<file path="config.mk">
export PLATFORM = sky130hd
export DESIGN_NAME = uart_dev_end_flat
export DESIGN_NICKNAME = d
export VERILOG_FILES = /design/src/uart_pkg.sv /design/src/uart_link_if.sv /design/src/uart_dev_end.sv /design/src/crc16_step.sv /design/src/flat_wrapper.sv
export SDC_FILE = /design/constraint.sdc
export NUM_CORES = 1
export LEC_CHECK = 0
export ABC_AREA = 1
export BUFFER_PORTS_ARGS = -buffer_cell sky130_fd_sc_hd__buf_4
export CAP_MARGIN = 25
export CORE_MARGIN = 2
export CORE_UTILIZATION = 30
export DETAILED_ROUTE_END_ITERATION = 12
export GPL_TIMING_DRIVEN = 0
export MAX_ROUTING_LAYER = met4
export PLACE_DENSITY = 0.47
export SETUP_SLACK_MARGIN = 0.4
export SLEW_MARGIN = 10
export SYNTH_ARGS = -nofsm -noshare
export SYNTH_HDL_FRONTEND = slang
export SYNTH_SLANG_ARGS = --single-unit
</file>
<file path="constraint.sdc">
create_clock -name mclk_i -period 3 [get_ports mclk_i]
set_input_delay 0.45 -clock mclk_i [delete_from_list [all_inputs] [get_ports mclk_i]]
set_output_delay 0.45 -clock mclk_i [all_outputs]
set_load 0.02 [all_outputs]
</file>
<file path="src/uart_pkg.sv">
// Purpose: shared constants, state types and frame helpers for both ends
// Assumes: one clock, 8-bit data characters sent least significant first
// Notes: command codes sit in data bits 7:6 of a command byte
package uart_pkg;

  // command codes in bits 7:6 of a command byte
  localparam int CMD_MSB = 7;
  localparam int CMD_LSB = 6;
  localparam logic [1:0] CMD_FMT = 2'h0;
  localparam logic [1:0] CMD_BLK = 2'h1;
  localparam logic [1:0] CMD_MODE = 2'h2;
  localparam logic [1:0] CMD_AUX = 2'h3;

  // format word fields
  localparam int FMT_BAUD_NEXT = 1;
  localparam int FMT_CRC_EN = 2;
  localparam int FMT_PAR_EN = 3;
  localparam int FMT_PAR_ODD = 4;
  localparam int FMT_STOP2 = 5;

  // mode word fields
  localparam int MODE_TXEN = 0;
  localparam int MODE_RXEN = 1;
  localparam int MODE_WAKE = 2;
  localparam int MODE_ERR_CLR = 4;

  // status word fields
  localparam int ST_RX_AVAIL = 0;
  localparam int ST_RX_FULL = 1;
  localparam int ST_TX_EMPTY = 2;
  localparam int ST_FRAME = 3;
  localparam int ST_OVERRUN = 4;
  localparam int ST_PARITY = 5;
  localparam int ST_CRC = 6;

  // block length field and sizes
  localparam int BLK_W = 6;
  localparam int RX_FIFO_DEPTH = 4;
  localparam int OVS_SH = 4;
  localparam logic [7:0] DIV_RST = 8'h00;
  localparam logic [BLK_W-1:0] BLK_RST = 6'h00;

  // check word, x^16 + x^12 + x^5 + 1, msb first
  localparam logic [15:0] CRC_POLY = 16'h1021;
  localparam logic [15:0] CRC_INIT = 16'hffff;

  // frame shape: start, 8 data, one stop at least
  localparam int FRAME_W = 12;
  localparam logic [3:0] FRAME_W4 = 4'hc;
  localparam logic [3:0] FRAME_BASE = 4'ha;
  localparam logic [3:0] WAKE_IDX = 4'h9;

  // check byte phases of a block
  localparam logic [1:0] PH_DATA = 2'h0;
  localparam logic [1:0] PH_HI = 2'h1;
  localparam logic [1:0] PH_LO = 2'h2;

  typedef enum logic [1:0] {TX_IDLE = 2'b01, TX_SEND = 2'b10} tx_state_t;
  typedef enum logic [1:0] {RX_IDLE = 2'b01, RX_BUSY = 2'b10} rx_state_t;

  // frame bits in line order from bit 0; unused tail reads as mark
  function automatic logic [FRAME_W-1:0] build_frame(
    input logic [7:0] d, input logic wk, input logic wb,
    input logic pe, input logic pb);
    logic [FRAME_W-1:0] f;
    f = {3'b111, d, 1'b0};
    if (wk && pe)
      f = {1'b1, pb, wb, d, 1'b0};
    else if (wk)
      f = {2'b11, wb, d, 1'b0};
    else if (pe)
      f = {2'b11, pb, d, 1'b0};
    return f;
  endfunction

  // number of bit times in a frame
  function automatic logic [3:0] frame_len(
    input logic wk, input logic pe, input logic s2);
    return FRAME_BASE + {3'h0, wk} + {3'h0, pe} + {3'h0, s2};
  endfunction

endpackage

</file>
<file path="src/uart_link_if.sv">
// Purpose: serial lines between the device and the remote station
// Assumes: both ends share one clock
// Notes: lines idle at mark (high)
`timescale 1ns/1ps
interface uart_link_if;
  logic dev_tx;
  logic stn_tx;
  modport dev (output dev_tx, input stn_tx);
  modport stn (input dev_tx, output stn_tx);
endinterface

</file>
<file path="src/uart_dev_end.sv">
// Purpose: device end: command words, framing, wakeup, errors, block check
// Assumes: host loads all command words before any transfer
// Notes: one transmit holding byte; receive FIFO of FIFO_DEPTH bytes
`timescale 1ns/1ps
// Operation
// - mode word bit D2 selects wakeup mode
// - byte after a mode word with D2 set is station address
// - wakeup mode adds a ninth bit
// - first block byte compared with station address
// - unaddressed receiver takes only ninth-bit-one characters
// - master sends target address as block's first
// - parity mismatch sets D5, character still stored
// - missing stop sets D3, character still stored
// - full FIFO: set D4, drop new character
// - check word mismatch sets D6
// - error flags hold until mode word D4
// - check polynomial x^16 + x^12 + x^5 + 1
// - check covers data characters only
// - block: length field plus one data bytes, then two check bytes
// - command chosen by data bits D7, D6
// - parity wins when parity and check enabled
// - stop bits sent equal field plus one
// - format D1 makes next byte the divisor
// - start, data, wake, parity, stop order
// - host configures fully before any transfer
// - ninth bit one only on block's first
module uart_dev_end #(
  parameter int FIFO_DEPTH = uart_pkg::RX_FIFO_DEPTH
) (
  // clock and reset
  input wire logic mclk_i,
  input wire logic rstn_i,
  // host register port
  input wire logic cmd_sel_i,
  input wire logic [7:0] wdata_i,
  input wire logic wr_i,
  input wire logic rd_i,
  output logic [7:0] rdata_o,
  // serial link
  uart_link_if.dev link
);
  import uart_pkg::*;

  localparam int PW = $clog2(FIFO_DEPTH);

  logic stop2_q, par_en_q, par_odd_q, crc_en_q;
  logic txen_q, rxen_q, wake_q, exp_div_q, exp_addr_q;
  logic [7:0] div_q, addr_q;
  logic [BLK_W-1:0] blk_q;

  // command decode; a pending second byte takes the write first
  wire cmd_any = wr_i & cmd_sel_i;
  wire cmd_wr = cmd_any & ~exp_div_q & ~exp_addr_q;
  wire [1:0] cmd_code = wdata_i[CMD_MSB:CMD_LSB];
  wire wr_fmt = cmd_wr & (cmd_code == CMD_FMT);
  wire wr_blk = cmd_wr & (cmd_code == CMD_BLK);
  wire wr_mode = cmd_wr & (cmd_code == CMD_MODE);
  wire err_clr = wr_mode & wdata_i[MODE_ERR_CLR];
  wire crc_on = crc_en_q & ~par_en_q;

  // configuration words
  always_ff @(posedge mclk_i or negedge rstn_i)
  begin
    if (!rstn_i)
    begin
      {stop2_q, par_en_q, par_odd_q, crc_en_q} <= 4'h0;
      {txen_q, rxen_q, wake_q} <= 3'h0;
      div_q <= DIV_RST;
      addr_q <= 8'h00;
      blk_q <= BLK_RST;
    end
    else
    begin
      if (wr_fmt)
      begin
        stop2_q <= wdata_i[FMT_STOP2];
        par_en_q <= wdata_i[FMT_PAR_EN];
        par_odd_q <= wdata_i[FMT_PAR_ODD];
        crc_en_q <= wdata_i[FMT_CRC_EN];
      end
      if (wr_blk)
        blk_q <= wdata_i[BLK_W-1:0];
      if (wr_mode)
      begin
        txen_q <= wdata_i[MODE_TXEN];
        rxen_q <= wdata_i[MODE_RXEN];
        wake_q <= wdata_i[MODE_WAKE];
      end
      if (cmd_any && exp_div_q)
        div_q <= wdata_i;
      if (cmd_any && exp_addr_q)
        addr_q <= wdata_i;
    end
  end

  // second-byte expectations
  always_ff @(posedge mclk_i or negedge rstn_i)
  begin
    if (!rstn_i)
    begin
      exp_div_q <= 1'b0;
      exp_addr_q <= 1'b0;
    end
    else
    begin
      exp_div_q <= (wr_fmt & wdata_i[FMT_BAUD_NEXT])
        | (exp_div_q & ~cmd_any);
      exp_addr_q <= (wr_mode & wdata_i[MODE_WAKE])
        | (exp_addr_q & ~cmd_any);
    end
  end

  // bit time in clocks: (divisor + 1) * 16
  wire [12:0] bit_cyc = 13'({5'h0, div_q} + 13'h1) << OVS_SH;
  wire [12:0] half_cyc = bit_cyc >> 1;

  // transmit side
  tx_state_t tx_st_q;
  logic [7:0] hold_q;
  logic hold_v_q, tx_first_q;
  logic [FRAME_W-1:0] tx_sh_q;
  logic [3:0] tx_left_q;
  logic [12:0] tx_cnt_q;
  logic [BLK_W-1:0] tx_bcnt_q;
  logic [1:0] tx_ph_q;
  logic [15:0] tx_crc_q, tx_crc_nx;

  wire data_wr = wr_i & ~cmd_sel_i & ~hold_v_q;
  wire tx_go = (tx_st_q == TX_IDLE)
    & ((tx_ph_q != PH_DATA) | (hold_v_q & txen_q));
  wire [7:0] tx_byte = (tx_ph_q == PH_HI) ? tx_crc_q[15:8]
    : (tx_ph_q == PH_LO) ? tx_crc_q[7:0] : hold_q;
  wire tx_wb = tx_first_q & (tx_ph_q == PH_DATA);
  wire tx_pb = ^tx_byte ^ par_odd_q;
  wire tx_last = (tx_bcnt_q == blk_q);
  wire tx_tick = (tx_st_q == TX_SEND) & (tx_cnt_q == 13'h1);

  // check word over data characters only
  crc16_step u_tx_crc (
    .crc_i(tx_crc_q),
    .data_i(hold_q),
    .crc_o(tx_crc_nx)
  );

  // frame shifter; wake and parity bits slot in by mode
  always_ff @(posedge mclk_i or negedge rstn_i)
  begin
    if (!rstn_i)
    begin
      tx_st_q <= TX_IDLE;
      tx_sh_q <= '1;
      tx_left_q <= 4'h0;
      tx_cnt_q <= 13'h0;
    end
    else
    begin
      unique case (tx_st_q)
        TX_IDLE:
          if (tx_go)
          begin
            tx_sh_q <= build_frame(tx_byte, wake_q, tx_wb,
              par_en_q, tx_pb);
            tx_left_q <= frame_len(wake_q, par_en_q, stop2_q);
            tx_cnt_q <= bit_cyc;
            tx_st_q <= TX_SEND;
          end
        TX_SEND:
          if (tx_tick)
          begin
            tx_sh_q <= {1'b1, tx_sh_q[FRAME_W-1:1]};
            tx_left_q <= tx_left_q - 4'h1;
            tx_cnt_q <= bit_cyc;
            if (tx_left_q == 4'h1)
              tx_st_q <= TX_IDLE;
          end
          else
            tx_cnt_q <= tx_cnt_q - 13'h1;
      endcase
    end
  end

  // block sequencing on the transmit side
  always_ff @(posedge mclk_i or negedge rstn_i)
  begin
    if (!rstn_i)
    begin
      hold_q <= 8'h00;
      hold_v_q <= 1'b0;
      tx_first_q <= 1'b1;
      tx_bcnt_q <= '0;
      tx_ph_q <= PH_DATA;
      tx_crc_q <= CRC_INIT;
    end
    else
    begin
      if (data_wr)
      begin
        hold_q <= wdata_i;
        hold_v_q <= 1'b1;
      end
      else if (tx_go && tx_ph_q == PH_DATA)
      begin
        hold_v_q <= 1'b0;
        // restart at a block end so a later checked block starts clean
        tx_crc_q <= (tx_last && !crc_on) ? CRC_INIT : tx_crc_nx;
        tx_first_q <= tx_last & ~crc_on;
        tx_bcnt_q <= tx_last ? '0 : tx_bcnt_q + 1'b1;
        if (tx_last && crc_on)
          tx_ph_q <= PH_HI;
      end
      else if (tx_go)
      begin
        tx_ph_q <= (tx_ph_q == PH_HI) ? PH_LO : PH_DATA;
        tx_first_q <= (tx_ph_q == PH_LO);
        if (tx_ph_q == PH_LO)
          tx_crc_q <= CRC_INIT;
      end
    end
  end

  assign link.dev_tx = tx_sh_q[0];

  // receive side; first flop feeds only the second
  logic rx_s1_q, rx_s2_q, rx_done_q, addressed_q;
  rx_state_t rx_st_q;
  logic [FRAME_W-1:0] rx_sh_q;
  logic [3:0] rx_left_q;
  logic [12:0] rx_cnt_q;
  logic [BLK_W-1:0] rx_bcnt_q;
  logic [1:0] rx_ph_q;
  logic [15:0] rx_crc_q, rx_crc_nx;
  logic [7:0] rx_hi_q;
  logic par_err_q, frm_err_q, ovr_err_q, crc_err_q;

  wire [3:0] rx_len = frame_len(wake_q, par_en_q, 1'b0);
  wire [FRAME_W-1:0] rx_al = rx_sh_q >> (FRAME_W4 - rx_len);
  wire [7:0] rx_data = rx_al[8:1];
  wire rx_wb = wake_q & rx_al[WAKE_IDX];
  wire [3:0] p_idx = WAKE_IDX + {3'h0, wake_q};
  wire [3:0] s_idx = p_idx + {3'h0, par_en_q};
  wire rx_perr = par_en_q & (rx_al[p_idx] != (^rx_data ^ par_odd_q));
  wire rx_ferr = ~rx_al[s_idx];
  // a ninth bit of one opens a fresh block
  wire rx_new = rx_done_q & rx_wb;
  wire accept = ~wake_q | rx_wb | addressed_q;
  wire [1:0] rx_eph = rx_wb ? PH_DATA : rx_ph_q;
  wire [BLK_W-1:0] rx_eb = rx_wb ? '0 : rx_bcnt_q;
  wire [15:0] rx_ec = rx_wb ? CRC_INIT : rx_crc_q;
  wire rx_char = rx_done_q & accept & (rx_eph == PH_DATA);
  wire rx_last = (rx_eb == blk_q);

  crc16_step u_rx_crc (
    .crc_i(rx_ec),
    .data_i(rx_data),
    .crc_o(rx_crc_nx)
  );

  // receive FIFO
  logic [7:0] mem_q [FIFO_DEPTH];
  logic [PW-1:0] wp_q, rp_q;
  logic [PW:0] fcnt_q;
  wire fifo_full = (fcnt_q == (PW+1)'(FIFO_DEPTH));
  wire fifo_empty = (fcnt_q == '0);
  wire push = rx_char & ~fifo_full;
  wire pop = rd_i & ~cmd_sel_i & ~fifo_empty;
  wire ovr_set = rx_char & fifo_full;

  // line sampler: mid-bit after the start edge
  always_ff @(posedge mclk_i or negedge rstn_i)
  begin
    if (!rstn_i)
    begin
      {rx_s1_q, rx_s2_q} <= 2'b11;
      rx_st_q <= RX_IDLE;
      rx_sh_q <= '1;
      rx_left_q <= 4'h0;
      rx_cnt_q <= 13'h0;
      rx_done_q <= 1'b0;
    end
    else
    begin
      rx_s1_q <= link.stn_tx;
      rx_s2_q <= rx_s1_q;
      rx_done_q <= 1'b0;
      unique case (rx_st_q)
        RX_IDLE:
          if (rxen_q && !rx_s2_q)
          begin
            rx_cnt_q <= half_cyc;
            rx_left_q <= rx_len;
            rx_st_q <= RX_BUSY;
          end
        RX_BUSY:
          if (rx_cnt_q == 13'h1)
          begin
            rx_sh_q <= {rx_s2_q, rx_sh_q[FRAME_W-1:1]};
            rx_left_q <= rx_left_q - 4'h1;
            rx_cnt_q <= bit_cyc;
            if (rx_left_q == 4'h1)
            begin
              rx_done_q <= 1'b1;
              rx_st_q <= RX_IDLE;
            end
          end
          else
            rx_cnt_q <= rx_cnt_q - 13'h1;
      endcase
    end
  end

  // character handling, address match and block check
  always_ff @(posedge mclk_i or negedge rstn_i)
  begin
    if (!rstn_i)
    begin
      addressed_q <= 1'b0;
      rx_bcnt_q <= '0;
      rx_ph_q <= PH_DATA;
      rx_crc_q <= CRC_INIT;
      rx_hi_q <= 8'h00;
    end
    else if (rx_done_q && accept)
    begin
      if (rx_new)
        addressed_q <= (rx_data == addr_q);
      if (rx_eph == PH_DATA)
      begin
        rx_crc_q <= rx_last ? (crc_on ? rx_crc_nx : CRC_INIT) : rx_crc_nx;
        rx_bcnt_q <= rx_last ? '0 : rx_eb + 1'b1;
        rx_ph_q <= (rx_last && crc_on) ? PH_HI : PH_DATA;
      end
      else if (rx_eph == PH_HI)
      begin
        rx_hi_q <= rx_data;
        rx_ph_q <= PH_LO;
      end
      else
      begin
        rx_ph_q <= PH_DATA;
        rx_crc_q <= CRC_INIT;
      end
    end
  end

  // sticky errors: a set in the clear cycle wins
  wire crc_set = rx_done_q & accept & (rx_eph == PH_LO)
    & ({rx_hi_q, rx_data} != rx_crc_q);
  always_ff @(posedge mclk_i or negedge rstn_i)
  begin
    if (!rstn_i)
      {par_err_q, frm_err_q, ovr_err_q, crc_err_q} <= 4'h0;
    else
    begin
      par_err_q <= (push & rx_perr) | (par_err_q & ~err_clr);
      frm_err_q <= (push & rx_ferr) | (frm_err_q & ~err_clr);
      ovr_err_q <= ovr_set | (ovr_err_q & ~err_clr);
      crc_err_q <= crc_set | (crc_err_q & ~err_clr);
    end
  end

  // FIFO storage; an errored character is still stored
  always_ff @(posedge mclk_i)
  begin
    if (push)
      mem_q[wp_q] <= rx_data;
  end

  wire [7:0] status = {1'b0, crc_err_q, par_err_q, ovr_err_q, frm_err_q,
    ~hold_v_q, fifo_full, ~fifo_empty};

  // pointers and registered read data
  always_ff @(posedge mclk_i or negedge rstn_i)
  begin
    if (!rstn_i)
    begin
      wp_q <= '0;
      rp_q <= '0;
      fcnt_q <= '0;
      rdata_o <= 8'h00;
    end
    else
    begin
      if (push)
        wp_q <= PW'((wp_q + 1'b1) % FIFO_DEPTH);
      if (pop)
        rp_q <= PW'((rp_q + 1'b1) % FIFO_DEPTH);
      fcnt_q <= fcnt_q + {{PW{1'b0}}, push} - {{PW{1'b0}}, pop};
      if (rd_i)
        rdata_o <= cmd_sel_i ? status : (fifo_empty ? 8'h00 : mem_q[rp_q]);
    end
  end
endmodule

</file>
<file path="src/crc16_step.sv">
// Purpose: one data character folded into the 16-bit check word
// Assumes: msb of the character enters first
// Notes: purely combinational
`timescale 1ns/1ps
module crc16_step
  import uart_pkg::*;
(
  // running value and character
  input wire logic [15:0] crc_i,
  input wire logic [7:0] data_i,
  // updated value
  output logic [15:0] crc_o
);
  logic [15:0] c [0:8];

  assign c[0] = crc_i;
  // one polynomial division step per data bit
  for (genvar i = 0; i < 8; i++)
  begin : g_bit
    assign c[i+1] = {c[i][14:0], 1'b0}
      ^ ((c[i][15] ^ data_i[7-i]) ? CRC_POLY : 16'h0000);
  end
  assign crc_o = c[8];
endmodule

</file>
<file path="src/flat_wrapper.sv">
// flat-port wrapper written by rule: the top's interface ports become plain ports
module uart_dev_end_flat import uart_pkg::*;
#(
  parameter int FIFO_DEPTH = uart_pkg::RX_FIFO_DEPTH
)
  (mclk_i, rstn_i, cmd_sel_i, wdata_i, wr_i, rd_i, rdata_o, link_dev_tx, link_stn_tx);
  uart_link_if link_i ();
  input wire logic mclk_i;
  input wire logic rstn_i;
  input wire logic cmd_sel_i;
  input wire logic [7:0] wdata_i;
  input wire logic wr_i;
  input wire logic rd_i;
  output logic [7:0] rdata_o;
  output wire logic [$bits(link_i.dev_tx)-1:0] link_dev_tx;
  input wire logic [$bits(link_i.stn_tx)-1:0] link_stn_tx;
  assign link_dev_tx = link_i.dev_tx;
  assign link_i.stn_tx = link_stn_tx;
  uart_dev_end #(.FIFO_DEPTH(FIFO_DEPTH)) u_core (.mclk_i(mclk_i), .rstn_i(rstn_i), .cmd_sel_i(cmd_sel_i), .wdata_i(wdata_i), .wr_i(wr_i), .rd_i(rd_i), .rdata_o(rdata_o), .link(link_i));
endmodule
</file>
==> results_dict.tcl <==
set metrics [dict create \
    ys_top_cells_by_area "dfrtp_1 25%, dfstp_2 13%, nand2_1 12%" \
    cp_data_required_time_ps 3430 \
    cts_tree "built" \
    max-slew-margin-rel 0.571 \
    drive_above_1_share 0.172 \
    die_area_um2 41300 \
    maxCapViolCount 0 \
    drtPass1Iterations 5 \
    tns_ps 0 \
    p_total_mw 9.69 \
    ys_ff_latch 212 \
    num_vias 9907 \
    fin_crit_sh 0.880 \
    grt_pass1_vias 9779 \
    die_y_um 203 \
    rsz0062_at_grt "yes" \
    h-tree-depth 1 \
    core-area_um2 38900 \
    async_flop_share 0.849 \
    placed_area_um2 12800 \
    root_buffer "clkbuf_16" \
    combPwrFrac 0.272 \
    cp.buffers_inverters 9 \
    p_int_mw 6.47 \
    cp.arrival_ps 3070 \
    synth_area_um2 11900 \
    power.switching_mw 3.22 \
    syn_inst 1480 \
    endpoint_kind "flip-flop" \
    grt_pass1_wl_mm 52.9 \
    num_rows 72 \
    place_congestion 0.826 \
    holdCritPathClass "input pin to flip-flop" \
    grt_overflow 0 \
    tightest_slew_ps 644 \
    hpwl_mm 22.6 \
    ant_nets 0 \
    skew_ps 14.8 \
    start_kind "flip-flop" \
    sw_frac_of_total 0.332 \
    critPathKind "flip-flop to flip-flop" \
    path_clk_slew_ps 60 \
    layout.nets 1606 \
    wl_mm 32.2 \
    yosys.cell_types.count 58 \
    io_buffers 21 \
    setup_viol 0 \
    antenna_cells 0 \
    clock.fmax_mhz 379 \
    drt_iter0_drc 556 \
    numCtsBuffers 26 \
    layout.cells.non_filler 2107 \
    yosysTopAreaCell "dfrtp_1" \
    critPathSlowestCell "fa_2" \
    cts_buffer_depth 3 \
    ys_seq_area_frac 0.465 \
    grt_max_degree 103 \
    power.density_nw_per_um2 679 \
    wl_per_cell_um 15.3 \
    seqPwrFrac 0.378 \
    path_delay_family "adder cells" \
    start_util 0.306 \
    hold_viol 0 \
    die_w_um 203 \
    max_stage_delay_ps 500 \
    dp_cells 2020 \
    min_period_ps 2640 \
    synth_edf_count 32 \
    grtUsageTotal 0.164 \
    vdd_drop_max_mv 0.390 \
    clkPwrFrac 0.350 \
    via_per_inst 4.70 \
    design_area_um2 14300 \
    cp_cell_sequence "clkbuf_8, inv_8, ha_4, buf_8, o211ai_1, nand2_2, inv_4, nand2_4, buf_12, o21ai_4, nand2_4, inv_8, nand2_8, inv_6, ha_4, inv_2, fa_2, inv_1" \
    yosysWarnings 0 \
    post-route-util 0.367 \
    outcome "finished, final reports clean" \
    clock-sinks 212 \
    path_max_fanout 7 \
    synth.avg_cell_area_um2 8.04 \
    area_growth_pct 19.9 \
    syn_nets 1517 \
    ys.flop_type "dfrtp_1" \
    fillers 4102 \
    synth_top_area_share 0.254 \
    drc 0 \
    slew_violations 0 \
    clk_latency_ps 540 \
    power.leakage_nw 6.44 \
    antenna_found_initial 0 \
    pin_count 23 \
]
==> per-stage QoR <==
stage / setup slack [ps] / hold slack (ps)
global placement: -405 / 368
finish: 360 / 133
CTS: 328 / 107
detailed placement: -360 / 367
floorplan: 247 / 154
global route: 245 / 120
==> flip-flops by register name, indices dropped and copies added (netlist names), 6 cells and up <==
signal / flops
u_core.tx_sh_q: 11
u_core.tx_bcnt_q: 6
u_core.rx_sh_q: 11
u_core.rx_hi_q: 8
u_core.hold_q: 8
u_core.mem_q: 32
u_core.rdata_o: 8
u_core.tx_crc_q: 16
u_core.div_q: 8
u_core.tx_cnt_q: 13
u_core.addr_q: 8
u_core.blk_q: 6
u_core.rx_cnt_q: 13
u_core.rx_bcnt_q: 6
u_core.rx_crc_q: 16
==> kinds of logic after synthesis <==
family          after synthesis  synth area share
xor+xnor                     70            0.0534
fa+ha+maj                    23            0.0254
buf+inv                     246            0.0814
simple gates                672             0.245
compound gates              257             0.129
flops                       212             0.465
==> area by class of cell <==
type / count / area (µm²) / area share
inverter: 202 / 790 / 0.0553
tap: 518 / 648 / 0.0454
timing repair buffer: 60 / 503 / 0.0352
multi-input combinational: 1023 / 5600 / 0.392
clock buffer: 42 / 862 / 0.0604
buffer: 44 / 244 / 0.0171
sequential: 212 / 5540 / 0.388
clock inverter: 6 / 85.1 / 0.00596
==> cell usage after synthesis (4+ instances only) <==
| library cell | number |
|---|---|
| xnor2_1 | 17 |
| inv_1 | 193 |
| clkbuf_1 | 25 |
| nand3_1 | 96 |
| nand2_2 | 18 |
| nor2_2 | 4 |
| nor3_1 | 18 |
| or2_2 | 8 |
| ha_1 | 21 |
| buf_2 | 12 |
| o21ai_0 | 138 |
| o22ai_1 | 9 |
| a31oi_1 | 9 |
| edfxtp_1 | 32 |
| a21oi_1 | 28 |
| nor2_1 | 119 |
| inv_2 | 6 |
| nand4_1 | 16 |
| nand2_4 | 7 |
| dfrtp_1 | 121 |
| o211ai_1 | 9 |
| nand2_1 | 369 |
| a22oi_1 | 6 |
| xor2_1 | 50 |
| o21ai_1 | 11 |
| dfstp_2 | 59 |
| o32ai_1 | 17 |
==> timing repair <==
item                                    in CTS  in global routing
setup buffers                               16                 20
hold buffers                                 2                  0
pin swaps                                    7                 14
gates resized for setup                     16                 44
endpoints found under the setup margin      65                 74
cloned                                       0                  1
hold endpoints to repair                    57                  0
==> path summary, 6_finish.rpt <==
path / start / to / slack, ps / depth (start not counted)
max: u_core.wake_q / u_core.fcnt_q[1] / 360 / 18
min: rd_i / u_core.rdata_o[1] / 130 / 2
max in group asynchronous: rstn_i / u_core.tx_crc_q[1] / 1540 / 3
min reg2reg: u_core.rx_s1_q / u_core.rx_s2_q / 370 / 0
max reg2reg: u_core.wake_q / u_core.fcnt_q[1] / 360 / 18
min in group asynchronous: rstn_i / u_core.rdata_o[6] / 510 / 2
==> routing by layer <==
metal  track usage  routed length, µm  up-vias
met4        0.0396                797        0
met5             -                  0        -
met3        0.0222               1070       51
met1         0.221              15500     4702
met2         0.260              14800      150
li1              -                  -     5004
==> placed cells by master (no fill, tap or decap), types with 7 or more instances in the layout <==
master and count:
buf_4 55, xnor2_1 16, a31oi_1 9, o22ai_1 9
a21oi_1 27, nor2_2 7, nor3_1 18, clkbuf_1 25
o21ai_1 16, xor2_1 47, o21ai_0 133, edfxtp_1 32
nand2_2 20, o211ai_1 9, dfstp_2 59, dfrtp_1 120
nand2_4 14, clkbuf_8 14, clkbuf_16 27, buf_2 11
inv_1 187, nor2_1 114, ha_1 18, nand2_1 359
nand4_1 16, or2_2 8, nand3_1 96, o32ai_1 17
==> power by group through the flow <==
stage	logic, mW	clock network [mW]	registers, mW
2_1_floorplan	1.72	0	3.66
3_3_place_gp	2.40	0	3.70
3_5_place_dp	2.43	0	3.70
4_1_cts	2.51	3.49	3.66
5_1_grt	3.00	3.61	3.72
6_report	2.64	3.39	3.66
Power figures use the tool's default switching activity.
